### src/rtl/rtu_crc_pkg.sv
// Constants shared by the frame check and error reply logic.
// Assumes a single 10 MHz system clock with synchronous active-high reset.
package rtu_crc_pkg;
	localparam logic [15:0] CRC_PRESET   = 16'hffff;
	localparam logic [15:0] CRC_POLY_REV = 16'ha001;
	localparam logic [3:0]  BIT_STEPS    = 4'h8;
	localparam logic [7:0]  FUNC_ERR_BIT = 8'h80;
	localparam logic [7:0]  CAUSE_FUNC   = 8'h01;
	localparam logic [7:0]  CAUSE_ADDR   = 8'h02;
	localparam logic [7:0]  CAUSE_VALUE  = 8'h03;
	localparam logic [7:0]  CAUSE_CHECK  = 8'h11;
	localparam logic [7:0]  CAUSE_NONE   = 8'h00;
endpackage

### src/rtl/rtu_frame_crc_and_exception_reply.sv
// Frame check generation and checking plus error reply building.
// Assumes bytes arrive as data bits only and frame boundaries are marked
// by an outside timing block; the request decoder supplies fault causes.
//
// Functional notes
// - Transmitter appends 16-bit check to frame.
// - Receiver recomputes check; mismatch is an error.
// - Check register starts each frame all ones.
// - Only eight data bits enter the check.
// - Each byte is XORed into the register.
// - Shift right, zero in, fold if one out.
// - Exactly eight shift steps per byte.
// - Final register value is the frame check.
// - Good reply echoes the function code.
// - Failed reply sets function code top bit.
// - Error reply carries one cause byte.
// - Cause 01H for unsupported function.
// - Cause 02H for illegal address.
// - Cause 03H for out-of-range value.
// - Cause 11H for check field mismatch.
module rtu_frame_crc_and_exception_reply (
	input  wire logic        i_clk,
	input  wire logic        i_sys_rst,
	// Receive side: data bytes of a request, check field included.
	input  wire logic        i_rx_sof,
	input  wire logic        i_rx_valid,
	input  wire logic [7:0]  i_rx_data,
	input  wire logic        i_rx_eof,
	output logic             o_rx_ready,
	output logic             o_rx_done,
	output logic             o_rx_crc_ok,
	output logic             o_rx_crc_err,
	// Request outcome from the decoder.
	input  wire logic        i_rep_start,
	input  wire logic [7:0]  i_rep_func,
	input  wire logic        i_rep_bad_func,
	input  wire logic        i_rep_bad_addr,
	input  wire logic        i_rep_bad_value,
	output logic             o_exc_valid,
	output logic [7:0]  o_exc_func,
	output logic [7:0]  o_exc_cause,
	// Transmit side: body bytes in, body plus check out.
	input  wire logic        i_tx_sof,
	input  wire logic        i_tx_valid,
	input  wire logic [7:0]  i_tx_data,
	input  wire logic        i_tx_eof,
	output logic             o_tx_ready,
	output logic             o_tx_valid,
	output logic [7:0]  o_tx_data,
	output logic             o_tx_last
);
	typedef enum logic [3:0] {
		TX_BODY = 4'h1,
		TX_WAIT = 4'h2,
		TX_CLO  = 4'h4,
		TX_CHI  = 4'h8
	} tx_state_t;

	tx_state_t   tx_q;
	logic        rx_rdy, tx_rdy;
	logic [15:0] rx_crc, tx_crc;
	logic [15:0] rx_last2_q;
	logic        rx_seen_q, rx_check_q, rx_fail_q;
	logic [15:0] tx_hold_q;
	// A clean frame folded together with its own field leaves this residue.
	localparam logic [15:0] CRC_RESIDUE = 16'h0000;

	// Receive engine folds every byte including the trailing check field.
	// It takes a byte on the same edge as the field capture, never earlier.
	crc_byte_engine u_rx_crc (
		.i_clk     (i_clk),
		.i_sys_rst (i_sys_rst),
		.i_start   (i_rx_sof),
		.i_valid   (i_rx_valid && o_rx_ready),
		.i_data    (i_rx_data),
		.o_ready   (rx_rdy),
		.o_crc     (rx_crc)
	);

	// Transmit engine folds body bytes only.
	crc_byte_engine u_tx_crc (
		.i_clk     (i_clk),
		.i_sys_rst (i_sys_rst),
		.i_start   (i_tx_sof),
		.i_valid   (i_tx_valid && o_tx_ready && tx_q == TX_BODY),
		.i_data    (i_tx_data),
		.o_ready   (tx_rdy),
		.o_crc     (tx_crc)
	);

	// Receive ready flag, registered; it falls the cycle after a byte is taken.
	always_ff @(posedge i_clk) begin
		if (i_sys_rst) begin
			o_rx_ready <= 1'b0;
		end else begin
			o_rx_ready <= rx_rdy && !(i_rx_valid && o_rx_ready);
		end
	end

	// Keep the last two received bytes: they are the check field.
	always_ff @(posedge i_clk) begin
		if (i_sys_rst || i_rx_sof) begin
			rx_last2_q <= 16'h0000;
		end else if (i_rx_valid && o_rx_ready) begin
			rx_last2_q <= {i_rx_data, rx_last2_q[15:8]};
		end
	end

	// End of frame waits for the last byte to finish folding.
	always_ff @(posedge i_clk) begin
		if (i_sys_rst || i_rx_sof) begin
			rx_seen_q  <= 1'b0;
			rx_check_q <= 1'b0;
		end else begin
			if (i_rx_eof) begin
				rx_seen_q <= 1'b1;
			end
			rx_check_q <= 1'b0;
			if ((rx_seen_q || i_rx_eof) && rx_rdy && !rx_check_q) begin
				rx_seen_q  <= 1'b0;
				rx_check_q <= 1'b1;
			end
		end
	end

	// Compare the value folded over body and field with the zero residue.
	always_ff @(posedge i_clk) begin
		if (i_sys_rst) begin
			o_rx_done    <= 1'b0;
			o_rx_crc_ok  <= 1'b0;
			o_rx_crc_err <= 1'b0;
			rx_fail_q    <= 1'b0;
		end else begin
			o_rx_done    <= rx_check_q;
			o_rx_crc_ok  <= 1'b0;
			o_rx_crc_err <= 1'b0;
			if (rx_check_q) begin
				// Folding the field too leaves zero on a clean frame.
				o_rx_crc_ok  <= (rx_crc == CRC_RESIDUE);
				o_rx_crc_err <= (rx_crc != CRC_RESIDUE);
				rx_fail_q    <= (rx_crc != CRC_RESIDUE);
			end else if (i_rx_sof) begin
				rx_fail_q <= 1'b0;
			end
		end
	end

	// Build the reply header: echo on success, flagged code plus cause.
	always_ff @(posedge i_clk) begin
		if (i_sys_rst) begin
			o_exc_valid <= 1'b0;
			o_exc_func  <= 8'h00;
			o_exc_cause <= rtu_crc_pkg::CAUSE_NONE;
		end else begin
			o_exc_valid <= 1'b0;
			if (i_rep_start) begin
				o_exc_valid <= 1'b1;
				o_exc_func  <= i_rep_func | rtu_crc_pkg::FUNC_ERR_BIT;
				if (rx_fail_q) begin
					o_exc_cause <= rtu_crc_pkg::CAUSE_CHECK;
				end else if (i_rep_bad_func) begin
					o_exc_cause <= rtu_crc_pkg::CAUSE_FUNC;
				end else if (i_rep_bad_addr) begin
					o_exc_cause <= rtu_crc_pkg::CAUSE_ADDR;
				end else if (i_rep_bad_value) begin
					o_exc_cause <= rtu_crc_pkg::CAUSE_VALUE;
				end else begin
					o_exc_func  <= i_rep_func;
					o_exc_cause <= rtu_crc_pkg::CAUSE_NONE;
					o_exc_valid <= 1'b0;
				end
			end
		end
	end

	// Transmit sequencer: pass body, wait, then append check bytes.
	always_ff @(posedge i_clk) begin
		if (i_sys_rst || i_tx_sof) begin
			tx_q       <= TX_BODY;
			o_tx_valid <= 1'b0;
			o_tx_data  <= 8'h00;
			o_tx_last  <= 1'b0;
			o_tx_ready <= 1'b0;
			tx_hold_q  <= 16'h0000;
		end else begin
			o_tx_valid <= 1'b0;
			o_tx_last  <= 1'b0;
			unique case (tx_q)
				TX_BODY: begin
					o_tx_ready <= tx_rdy && !(i_tx_valid && o_tx_ready)
						&& !i_tx_eof;
					if (i_tx_valid && o_tx_ready) begin
						o_tx_valid <= 1'b1;
						o_tx_data  <= i_tx_data;
					end
					if (i_tx_eof) begin
						o_tx_ready <= 1'b0;
						tx_q       <= TX_WAIT;
					end
				end
				TX_WAIT: begin
					// The value is held so the two check bytes stay fixed.
					if (tx_rdy) begin
						tx_hold_q <= tx_crc;
						tx_q      <= TX_CLO;
					end
				end
				TX_CLO: begin
					o_tx_valid <= 1'b1;
					o_tx_data  <= tx_hold_q[7:0];
					tx_q       <= TX_CHI;
				end
				TX_CHI: begin
					o_tx_valid <= 1'b1;
					o_tx_data  <= tx_hold_q[15:8];
					o_tx_last  <= 1'b1;
					tx_q       <= TX_BODY;
				end
			endcase
		end
	end

	// Assertions: transmit engine, body pass-through and appended field.
	a_preset_on_start: assert property (@(posedge i_clk)
		disable iff (i_sys_rst)
		i_tx_sof |=> tx_crc == rtu_crc_pkg::CRC_PRESET)
		else $error("check register not preset at frame start");
	a_eight_steps: assert property (@(posedge i_clk)
		disable iff (i_sys_rst)
		(i_tx_valid && o_tx_ready && tx_rdy && tx_q == TX_BODY && !i_tx_sof)
		|=> !tx_rdy [*8] ##1 tx_rdy)
		else $error("byte did not take eight steps");
	a_tx_echo: assert property (@(posedge i_clk)
		disable iff (i_sys_rst)
		(i_tx_valid && o_tx_ready && tx_q == TX_BODY && !i_tx_sof)
		|=> o_tx_valid && o_tx_data == $past(i_tx_data))
		else $error("body byte not passed through");
	a_tx_hold: assert property (@(posedge i_clk)
		disable iff (i_sys_rst)
		(tx_q == TX_WAIT && tx_rdy && !i_tx_sof)
		|=> tx_hold_q == $past(tx_crc))
		else $error("final register value not kept");
	a_low_then_high: assert property (@(posedge i_clk)
		disable iff (i_sys_rst)
		(tx_q == TX_CLO && !i_tx_sof) |=> o_tx_valid && !o_tx_last
		&& o_tx_data == tx_hold_q[7:0] ##1 o_tx_last)
		else $error("check bytes out of order");
	a_high_last: assert property (@(posedge i_clk)
		disable iff (i_sys_rst)
		(tx_q == TX_CHI && !i_tx_sof) |=> o_tx_valid && o_tx_last
		&& o_tx_data == tx_hold_q[15:8])
		else $error("check high byte missing");
	a_last_valid: assert property (@(posedge i_clk)
		disable iff (i_sys_rst)
		o_tx_last |-> o_tx_valid)
		else $error("final flag without a byte");
	// Assertions: receive path and verdict.
	a_rx_preset: assert property (@(posedge i_clk)
		disable iff (i_sys_rst)
		i_rx_sof |=> rx_crc == rtu_crc_pkg::CRC_PRESET)
		else $error("receive register not preset at frame start");
	a_rx_steps: assert property (@(posedge i_clk)
		disable iff (i_sys_rst)
		(i_rx_valid && o_rx_ready && rx_rdy && !i_rx_sof)
		|=> !rx_rdy [*8] ##1 rx_rdy)
		else $error("received byte did not take eight steps");
	a_rx_busy: assert property (@(posedge i_clk)
		disable iff (i_sys_rst)
		(i_rx_valid && o_rx_ready) |=> !o_rx_ready)
		else $error("receive ready stayed high after a byte");
	a_rx_verdict: assert property (@(posedge i_clk)
		disable iff (i_sys_rst)
		rx_check_q |=> (o_rx_crc_err == ($past(rx_crc) != CRC_RESIDUE))
		&& o_rx_done)
		else $error("receive verdict wrong");
	a_rx_pulses: assert property (@(posedge i_clk)
		disable iff (i_sys_rst)
		(o_rx_crc_ok || o_rx_crc_err)
		|-> o_rx_done && (o_rx_crc_ok != o_rx_crc_err))
		else $error("verdict flags inconsistent");
	// Assertions: reply header.
	a_err_top_bit: assert property (@(posedge i_clk)
		disable iff (i_sys_rst)
		o_exc_valid |-> o_exc_func[7]
		&& o_exc_cause != rtu_crc_pkg::CAUSE_NONE)
		else $error("error reply lacks flag or cause");
	a_exc_header: assert property (@(posedge i_clk)
		disable iff (i_sys_rst)
		(i_rep_start && (rx_fail_q || i_rep_bad_func || i_rep_bad_addr
		|| i_rep_bad_value)) |=> o_exc_valid
		&& o_exc_func == ($past(i_rep_func) | rtu_crc_pkg::FUNC_ERR_BIT))
		else $error("error reply header not built");
	a_cause_check: assert property (@(posedge i_clk)
		disable iff (i_sys_rst)
		(i_rep_start && rx_fail_q)
		|=> o_exc_cause == rtu_crc_pkg::CAUSE_CHECK)
		else $error("check failure cause wrong");
	a_cause_func: assert property (@(posedge i_clk)
		disable iff (i_sys_rst)
		(i_rep_start && !rx_fail_q && i_rep_bad_func)
		|=> o_exc_cause == rtu_crc_pkg::CAUSE_FUNC && o_exc_valid)
		else $error("function cause wrong");
	a_cause_addr: assert property (@(posedge i_clk)
		disable iff (i_sys_rst)
		(i_rep_start && !rx_fail_q && !i_rep_bad_func && i_rep_bad_addr)
		|=> o_exc_cause == rtu_crc_pkg::CAUSE_ADDR)
		else $error("address cause wrong");
	a_cause_value: assert property (@(posedge i_clk)
		disable iff (i_sys_rst)
		(i_rep_start && !rx_fail_q && !i_rep_bad_func && !i_rep_bad_addr
		&& i_rep_bad_value) |=> o_exc_cause == rtu_crc_pkg::CAUSE_VALUE)
		else $error("value cause wrong");
	a_good_echo: assert property (@(posedge i_clk)
		disable iff (i_sys_rst)
		(i_rep_start && !rx_fail_q && !i_rep_bad_func && !i_rep_bad_addr
		&& !i_rep_bad_value) |=> !o_exc_valid
		&& o_exc_func == $past(i_rep_func))
		else $error("good reply not echoed");
	// Main scenarios.
	c_tx_frame: cover property (@(posedge i_clk) o_tx_last);
	c_rx_ok: cover property (@(posedge i_clk) o_rx_crc_ok);
	c_rx_err: cover property (@(posedge i_clk) o_rx_crc_err);
	c_exc: cover property (@(posedge i_clk) o_exc_valid);
	c_good_echo: cover property (@(posedge i_clk) i_rep_start
		&& !rx_fail_q && !i_rep_bad_func && !i_rep_bad_addr
		&& !i_rep_bad_value);
endmodule // rtu_frame_crc_and_exception_reply

### src/rtl/crc_byte_engine.sv
// Bit-serial check engine: one byte is folded in over nine clock cycles, a load then eight shifts.
// Assumes the caller only offers a byte while o_ready is high.
module crc_byte_engine (
	input  wire logic        i_clk,
	input  wire logic        i_sys_rst,
	input  wire logic        i_start,
	input  wire logic        i_valid,
	input  wire logic [7:0]  i_data,
	output logic             o_ready,
	output logic [15:0]      o_crc
);
	logic [15:0] crc_q;
	logic [3:0]  cnt_q;
	logic [15:0] shifted;

	// One shift step with the conditional fold of the reversed polynomial.
	always_comb begin
		shifted = {1'b0, crc_q[15:1]};
		if (crc_q[0]) begin
			shifted = shifted ^ rtu_crc_pkg::CRC_POLY_REV;
		end
	end

	// Register update: preset, byte load, then eight shift steps.
	always_ff @(posedge i_clk) begin
		if (i_sys_rst || i_start) begin
			crc_q <= rtu_crc_pkg::CRC_PRESET;
			cnt_q <= 4'h0;
		end else if (cnt_q != 4'h0) begin
			crc_q <= shifted;
			cnt_q <= cnt_q - 4'h1;
		end else if (i_valid) begin
			crc_q <= crc_q ^ {8'h00, i_data};
			cnt_q <= rtu_crc_pkg::BIT_STEPS;
		end
	end

	assign o_ready = (cnt_q == 4'h0) && !i_start;
	assign o_crc   = crc_q;
endmodule // crc_byte_engine

### config.mk
export PLATFORM = sky130hd
export DESIGN_NAME = rtu_frame_crc_and_exception_reply
export DESIGN_NICKNAME = d
export VERILOG_FILES = /design/src/rtl/rtu_crc_pkg.sv /design/src/rtl/rtu_frame_crc_and_exception_reply.sv /design/src/rtl/crc_byte_engine.sv
export SDC_FILE = /design/constraint.sdc
export NUM_CORES = 1
export LEC_CHECK = 0
export BUFFER_PORTS_ARGS = -buffer_cell sky130_fd_sc_hd__buf_2
export CORE_UTILIZATION = 55
export DETAILED_ROUTE_END_ITERATION = 8
export PLACE_DENSITY = 0.91
export SKIP_CTS_REPAIR_TIMING = 1
export SYNTH_ARGS = -nofsm -noshare
export SYNTH_HDL_FRONTEND = slang
export SYNTH_SLANG_ARGS = --single-unit
### constraint.sdc
create_clock -name i_clk -period 1.7 [get_ports i_clk]
set_input_delay 0.34 -clock i_clk [delete_from_list [all_inputs] [get_ports i_clk]]
set_output_delay 0.34 -clock i_clk [all_outputs]
set_load 0.05 [all_outputs]
Word-level counts from Yosys, hierarchy flattened
Index checks and enable logic that the tools add are counted.
Widths: inputs -> output; s select.
{"block": "totals", "reg_bits": 95, "word_cells": 105}
{"block": "classes", "add_sub_neg": 2, "n_eq_ne": 7, "mux": 34, "n_bitwise": 6, "reduce_logical": 36}
{"cell": "$mux 16", "n": 6}
{"cell": "$mux 8", "n": 5}
{"cell": "$xor 16x8->16", "n": 2}
{"cell": "$mux 4", "n": 6}
{"cell": "$pmux 8 s3", "n": 1}
{"cell": "$logic_not 16->1", "n": 1}
{"cell": "$pmux 4 s4", "n": 1}
{"cell": "$reduce_bool 16->1", "n": 1}
{"cell": "$logic_and 1x1->1", "n": 10}
{"cell": "$mux 1", "n": 10}
{"cell": "$logic_not 4->1", "n": 2}
{"cell": "$reduce_bool 4->1", "n": 2}
{"cell": "$reduce_or 2->1", "n": 4}
{"cell": "$sub 4x1->4 const B", "n": 2}
{"cell": "$logic_not 1->1", "n": 6}
{"cell": "$mux 2", "n": 3}
{"cell": "$ne 2x2->1 const B", "n": 3}
{"cell": "$not 2->3", "n": 2}
{"cell": "$reduce_and 2->1", "n": 3}
{"cell": "$reduce_bool 2->1", "n": 3}
{"cell": "$mux 5", "n": 1}
{"cell": "$eq 4x1->1 const B", "n": 1}
{"cell": "$eq 4x2->1 const B", "n": 1}
{"cell": "$eq 4x3->1 const B", "n": 1}
{"cell": "5 further kinds", "n": 8}

Longest topological paths before layout
{"block": "depth", "ltp_word": 5, "ltp_mapped": 7, "depth_no_buf": 6}

Cells and area by module
A second synthesis with hierarchy kept.
{"block": "unflattened", "hier_cells": 422, "area_unflattened_um2": 3742.3}
{"module": "rtu_frame_crc_and_exception_reply", "n_inst": 1, "cells_each": 222, "area_each_um2": 2003.2, "seq_area_each_um2": 1001.0}
{"module": "crc_byte_engine", "n_inst": 2, "cells_each": 100, "area_each_um2": 869.6, "seq_area_each_um2": 400.4}

Worst setup path before layout
OpenSTA, ideal clock, no wires.
{"block": "synth_timing", "path_kind": "register -> register", "start": "register o_tx_ready", "end": "register u_tx_crc.crc_q[0], in the netlist u_tx_crc.o_crc[0]", "setup_time_ns": 0.123, "t_arrival_ns": 1.722, "required_ns": 1.577, "path_slack_ns": -0.145, "stages_incl_launch_ff": 7, "n_path_buf": 2, "path_cell_list": "dfxtp_1 -> and2_1 -> clkbuf_1 -> clkbuf_1 -> nand4_1 -> a21oi_1 -> a31oi_1"}
{"block": "synth_via", "elab_chain_len": 3}
{"item": "start, declared", "line_no": "rtu_frame_crc_and_exception_reply.sv:47", "source": "output logic o_tx_ready,"}
{"item": "start signal, assigned", "line_no": "rtu_frame_crc_and_exception_reply.sv:190", "source": "o_tx_ready <= tx_rdy && !(i_tx_valid && o_tx_ready)"}
{"item": "$logic_and 1x1->1 (2 in a row)", "line_no": "rtu_frame_crc_and_exception_reply.sv:85", "source": ".i_valid (i_tx_valid && o_tx_ready && tx_q == TX_BODY),"}
{"item": "$reduce_bool 2->1 (no line)"}
{"item": "end signal, assigned", "line_no": "crc_byte_engine.sv:27", "source": "crc_q <= rtu_crc_pkg::CRC_PRESET;"}
{"item": "end signal, assigned", "line_no": "crc_byte_engine.sv:30", "source": "crc_q <= shifted;"}
{"item": "end signal, assigned", "line_no": "crc_byte_engine.sv:33", "source": "crc_q <= crc_q ^ {8'h00, i_data};"}
{"item": "end, declared", "line_no": "crc_byte_engine.sv:12", "source": "logic [15:0] crc_q;"}
Every way passes these cells.
A chain may end at the register's enable or synchronous reset.

Worst setup path in the final report
{"block": "layout_timing", "start": "register tx_q[3]", "end": "register o_tx_data[6]"}
{"block": "layout_via", "elab_chain_len": 3, "elab_cells_between_ends": 7, "cone_classes": "eq/ne: 4; mux: 1; reduce/logical: 2"}
{"item": "start, declared", "line_no": "rtu_frame_crc_and_exception_reply.sv:59", "source": "tx_state_t tx_q;"}
{"item": "start signal, assigned", "line_no": "rtu_frame_crc_and_exception_reply.sv:179", "source": "tx_q <= TX_BODY;"}
{"item": "start signal, assigned", "line_no": "rtu_frame_crc_and_exception_reply.sv:198", "source": "tx_q <= TX_WAIT;"}
{"item": "start signal, assigned", "line_no": "rtu_frame_crc_and_exception_reply.sv:205", "source": "tx_q <= TX_CLO;"}
{"item": "$eq 4x1->1 (tied with other cells)", "line_no": "rtu_frame_crc_and_exception_reply.sv:188", "source": "unique case (tx_q)"}
{"item": "$ne 2x2->1 (no line) or $reduce_bool 3->1 (tied branches)"}
{"item": "$reduce_and 2->1 (no line)"}
{"item": "end signal, assigned", "line_no": "rtu_frame_crc_and_exception_reply.sv:194", "source": "o_tx_data <= i_tx_data;"}
{"item": "end signal, assigned", "line_no": "rtu_frame_crc_and_exception_reply.sv:210", "source": "o_tx_data <= tx_hold_q[7:0];"}
{"item": "end signal, assigned", "line_no": "rtu_frame_crc_and_exception_reply.sv:215", "source": "o_tx_data <= tx_hold_q[15:8];"}
{"item": "end, declared", "line_no": "rtu_frame_crc_and_exception_reply.sv:49", "source": "output logic [7:0] o_tx_data,"}
Parallel ways exist; a longest one is shown, timed or not.

==> results.txt <==
* Worst setup path startpoint: tx_q[3]$_SDFFE_PP0P_
- Post-synth ARST share: 0%
- Number of I/O port buffers: 62
* Standard-cell row count: 29
- The synthesized netlist devotes 16.8% of its cell area to compound gates.
- In the synthesized netlist, mux cells make up 2.13% of the area.
- Share of cells above drive strength 1: 23.2%
* Share of the synthesized area in the top cell type: 47.9%
* Count of nets left with antenna violations after detail routing: 0
- The worst setup path is of the flip-flop to flip-flop kind.
- Relative to the synthesized area, the layout overhead comes to 16.4%.
* Violations in the final reports: DRC
- The floorplan step defined a core boundary enclosing 6490 µm².
* Initial antenna violation count: 0
- Summed instance area of the synthesized netlist: 3760 µm²
* Maximum clock skew at final layout: 0.0115 ns
* Die height: 84.7 µm
- In this run the critical register-to-register path is captured at o_tx_data[6]$_SDFFE_PP0P_.
- Required time at the endpoint of the critical path: 1.96 ns
- H-tree depth: 3
* Average cell area after synthesis: 8.56 µm²
- STA classifies the critical path startpoint as a flip-flop.
* Maximum buffer depth of the clock tree: 2
* FF-to-FF Start: tx_q[3]$_SDFFE_PP0P_
* Critical Path, Cell by Cell: xnor2_1 -> or2_2 -> a2bb2oi_1 -> a21oi_1
- Final Max Slew Viols: 0
* Flop-to-flop setup slack: 0.12 ns
* Insertion delay to the later sink of the worst-skew pair: 0.36 ns
- Total power density per cell area: 965 nW/µm²
- Synth warn: 0
* Critical Path AT: 1.83 ns
* Final GP Congestion: 0.830
* Leakage power total: 0.00177 µW
- Placed Cells incl. Taps: 563
- Outcome: finished, violations left
- Crit path largest cell delay: 0.55 ns
* Number of violations reported at the end of detailed-routing iteration 0: 237
- Summing the areas of all and, or, nand and nor instances in the mapped netlist gives 24.1% of the synthesized area.
* Maxcap violations: 0
* Overall overflow remaining after global route: 0
- Count of flip-flops with a built-in enable after synthesis: 0
- The multi-input combinational cells in the finished layout cover a total of 1770 µm².
* Inserted Diodes: 0
- Count of pins on the block boundary: 68
* Effective utilization at floorplan: 58.0%
- Slowest stage cell, crit path: sky130_fd_sc_hd__dfxtp_1
- Finish-stage setup viols: 0
- Dividing the detail-routed wire length by the instance count gives 14.4 µm.
- Counting every instance in the synthesized netlist gives 440.
- Number of sinks handled by clock tree synthesis: 90
* Achievable clock frequency: 634 MHz
- The net count of the finished layout is 536.
* VDD IR-drop max: 0.753 mV
- For this run, design rule violations remaining after detail routing come to 5.
- Clock tree from TritonCTS: done
- Among all flip-flop cells after synthesis, the most frequent one is sky130_fd_sc_hd__dfxtp_1.
* Number of iterations in the first detailed-routing pass: 7
- R2R cell count: 4
- The die covers 7180 µm².
* Clock root buffer: sky130_fd_sc_hd__clkbuf_8
- Measured along the x axis, the die boundary spans 84.7 µm.
- Entering global routing, the biggest net connects 26 pins.
- Share of the yosys chip area belonging to registers: 47.9%
- First-pass GRT wire length: 14,300 µm
- Number of hold-slack violations in the final timing report: 0
* Average via count per standard cell: 5.77
* Worst min path class: input pin to flip-flop
- Area leader, netlist: sky130_fd_sc_hd__dfxtp_1
- Number of distinct standard cells referenced by the synthesized netlist: 44
- In the final layout, flip-flops and latches occupy 1800 µm².
- Final hold slack: 0.212 ns
- Setup repair after global routing left no endpoint under its margin.
* Via count of the first global-routing pass: 3,096
- Total half-perimeter wirelength after legalization and detailed placement: 5750 µm
- Period utilization: 92.7%
* Routed vias: 3,354
- In this run, CTS created clock tree buffers numbering 9.
- Setup total negative slack on the finished layout was measured at 0 ns.
- Summing the areas of all fa, ha and maj instances in the mapped netlist gives 0.332% of the synthesized area.
- Capturing element type of the critical path: flip-flop
* Post-synthesis register bit count: 90
- Time the final worst path needs with I/O delays and setup: 1.58 ns
- In this run the worst path has a maximum fanout of 8.
- Post-synthesis share of cell area spent on xor and xnor gates: 2.79%
* Number of fill cells: 513
- GRT Overall Usage: 25.2%
* Routed wire length: 8340 µm
* Dominant combinational cell family by area after synthesis: simple AND/OR/NAND/NOR gates
- Endpoint of the most critical setup path: o_tx_data[6]$_SDFFE_PP0P_
- Clk slew on worst S/H paths: 0.09 ns
- Sorting the synthesized cells by area gives the leading types as sky130_fd_sc_hd__dfxtp_1 48%, sky130_fd_sc_hd__nand2_1 8.3%, sky130_fd_sc_hd__a21oi_1 4.9%.
- For this run, the number of standard cells in the final layout without fillers is 581.
-- cell usage in the layout (no fill, tap or decap), types with 3 or more instances in the layout --
cell type and n:
sky130_fd_sc_hd__a211oi_1 3, sky130_fd_sc_hd__a21oi_1 37, sky130_fd_sc_hd__a22oi_1 8, sky130_fd_sc_hd__a2bb2oi_1 8, sky130_fd_sc_hd__a31o_2 6, sky130_fd_sc_hd__and2_1 4, sky130_fd_sc_hd__buf_2 62, sky130_fd_sc_hd__buf_4 17
sky130_fd_sc_hd__clkbuf_8 9, sky130_fd_sc_hd__conb_1 5, sky130_fd_sc_hd__dfxtp_1 88, sky130_fd_sc_hd__inv_1 5, sky130_fd_sc_hd__mux2i_1 8, sky130_fd_sc_hd__nand2_1 83, sky130_fd_sc_hd__nand2b_1 5, sky130_fd_sc_hd__nand3_1 19
sky130_fd_sc_hd__nand4_1 7, sky130_fd_sc_hd__nor2_1 32, sky130_fd_sc_hd__nor3_1 13, sky130_fd_sc_hd__nor4_1 4, sky130_fd_sc_hd__o211ai_1 11, sky130_fd_sc_hd__o21ai_0 20, sky130_fd_sc_hd__or2_2 4, sky130_fd_sc_hd__xnor2_1 4
sky130_fd_sc_hd__xor2_1 8
-- stage by stage --
stage	power [µW]	setup WS [ns]	util, %	instance area [µm²]
6_report	4230	0.124	67.5	4380
3_3_place_gp	2660	0.171	63.7	4140
4_1_cts	4230	0.0538	67.0	4350
5_1_grt	4380	0.000772	67.5	4380
3_5_place_dp	2670	0.0624	63.7	4140
2_1_floorplan	2550	0.0300	-	3780
-- power by group --
| group | leakage (µW) | internal [µW] | switching [µW] | total, µW |
|---|---|---|---|---|
| registers | 0.000732 | 2150 | 35.9 | 2190 |
| clock network | 0.000103 | 831 | 762 | 1590 |
| logic | 0.000935 | 158 | 286 | 445 |
| total | 0.00177 | 3140 | 1080 | 4230 |
-- cell families after synthesis --
family | Yosys count
adder cells (fa/ha/maj) | 1
AND/OR/NAND/NOR | 186
AO/OA/AOI/OAI | 100
multiplexers | 8
flip-flops | 90
buffers and inverters | 42
other | 1
XOR/XNOR | 12
-- critical path: cells and delay by family, from the launching register on --
family           cells  cell delay (ns)
AND/OR/NAND/NOR      1             0.42
AO/OA/AOI/OAI        2             0.30
XOR/XNOR             1             0.21
flip-flops           1             0.55
-- synthesized netlist by cell type, drive strengths merged (2+ instances only) --
cell type,instances
or2,4
a311oi,2
o211ai,11
a22oi,8
mux2i,8
nor4,6
clkbuf,18
nand2b,5
nor2,32
and2,4
o21ai,21
nor3,13
xor2,8
dfxtp,90
nand3,19
a21oi,38
nor2b,2
nand4,7
nor4b,4
a211oi,3
inv,5
or3,2
nand2,83
a2bb2oi,8
a31o,6
a31oi,2
buf,19
xnor2,4
-- routing by layer --
metal  global-route usage [%]  wire length [µm]  vias to the layer above  share of wire (%)
met3                     8.65               702                       15                8.4
met5                        0                 0                        -                  0
li1                         -                 -                     1634                  -
met2                     42.2              3960                      146                 47
met1                     30.2              3540                     1559                 42
met4                     9.09               135                        0                1.6
-- registers in the layout, indices dropped and copies added, names as in the netlist, 3 cells and up --
| register | cells |
|---|---|
| o_exc_cause | 3 |
| o_tx_data | 8 |
| o_exc_func | 8 |
| u_tx_crc.o_crc | 16 |
| tx_q | 4 |
| u_rx_crc.o_crc | 16 |
| u_tx_crc.cnt_q | 4 |
| tx_hold_q | 16 |
| u_rx_crc.cnt_q | 4 |
-- layout make-up --
cell class	count	share of cell area [%]
Multi-Input combinational cell	312	40.3
Tap cell	77	2.20
Clock inverter	6	2.03
Clock buffer	10	2.91
Sequential cell	90	41.2
Timing Repair Buffer	81	10.9
Inverter	5	0.428
-- worst min-delay path by stage --
stage                                 end  slack (ns)  depth (start not counted)                  start
3_3_place_gp        rx_check_q$_SDFF_PP0_        0.41                          1  rx_check_q$_SDFF_PP0_
4_1_cts        o_exc_func[5]$_SDFFE_PP0P_        0.20                          3          i_rep_func[5]
2_1_floorplan       rx_check_q$_SDFF_PP0_        0.40                          1  rx_check_q$_SDFF_PP0_
3_5_place_dp        rx_check_q$_SDFF_PP0_        0.42                          1  rx_check_q$_SDFF_PP0_
5_1_grt        o_exc_func[1]$_SDFFE_PP0P_        0.21                          3          i_rep_func[1]
6_report       o_exc_func[5]$_SDFFE_PP0P_        0.21                          3          i_rep_func[5]
(Power assumes the default switching activity.)
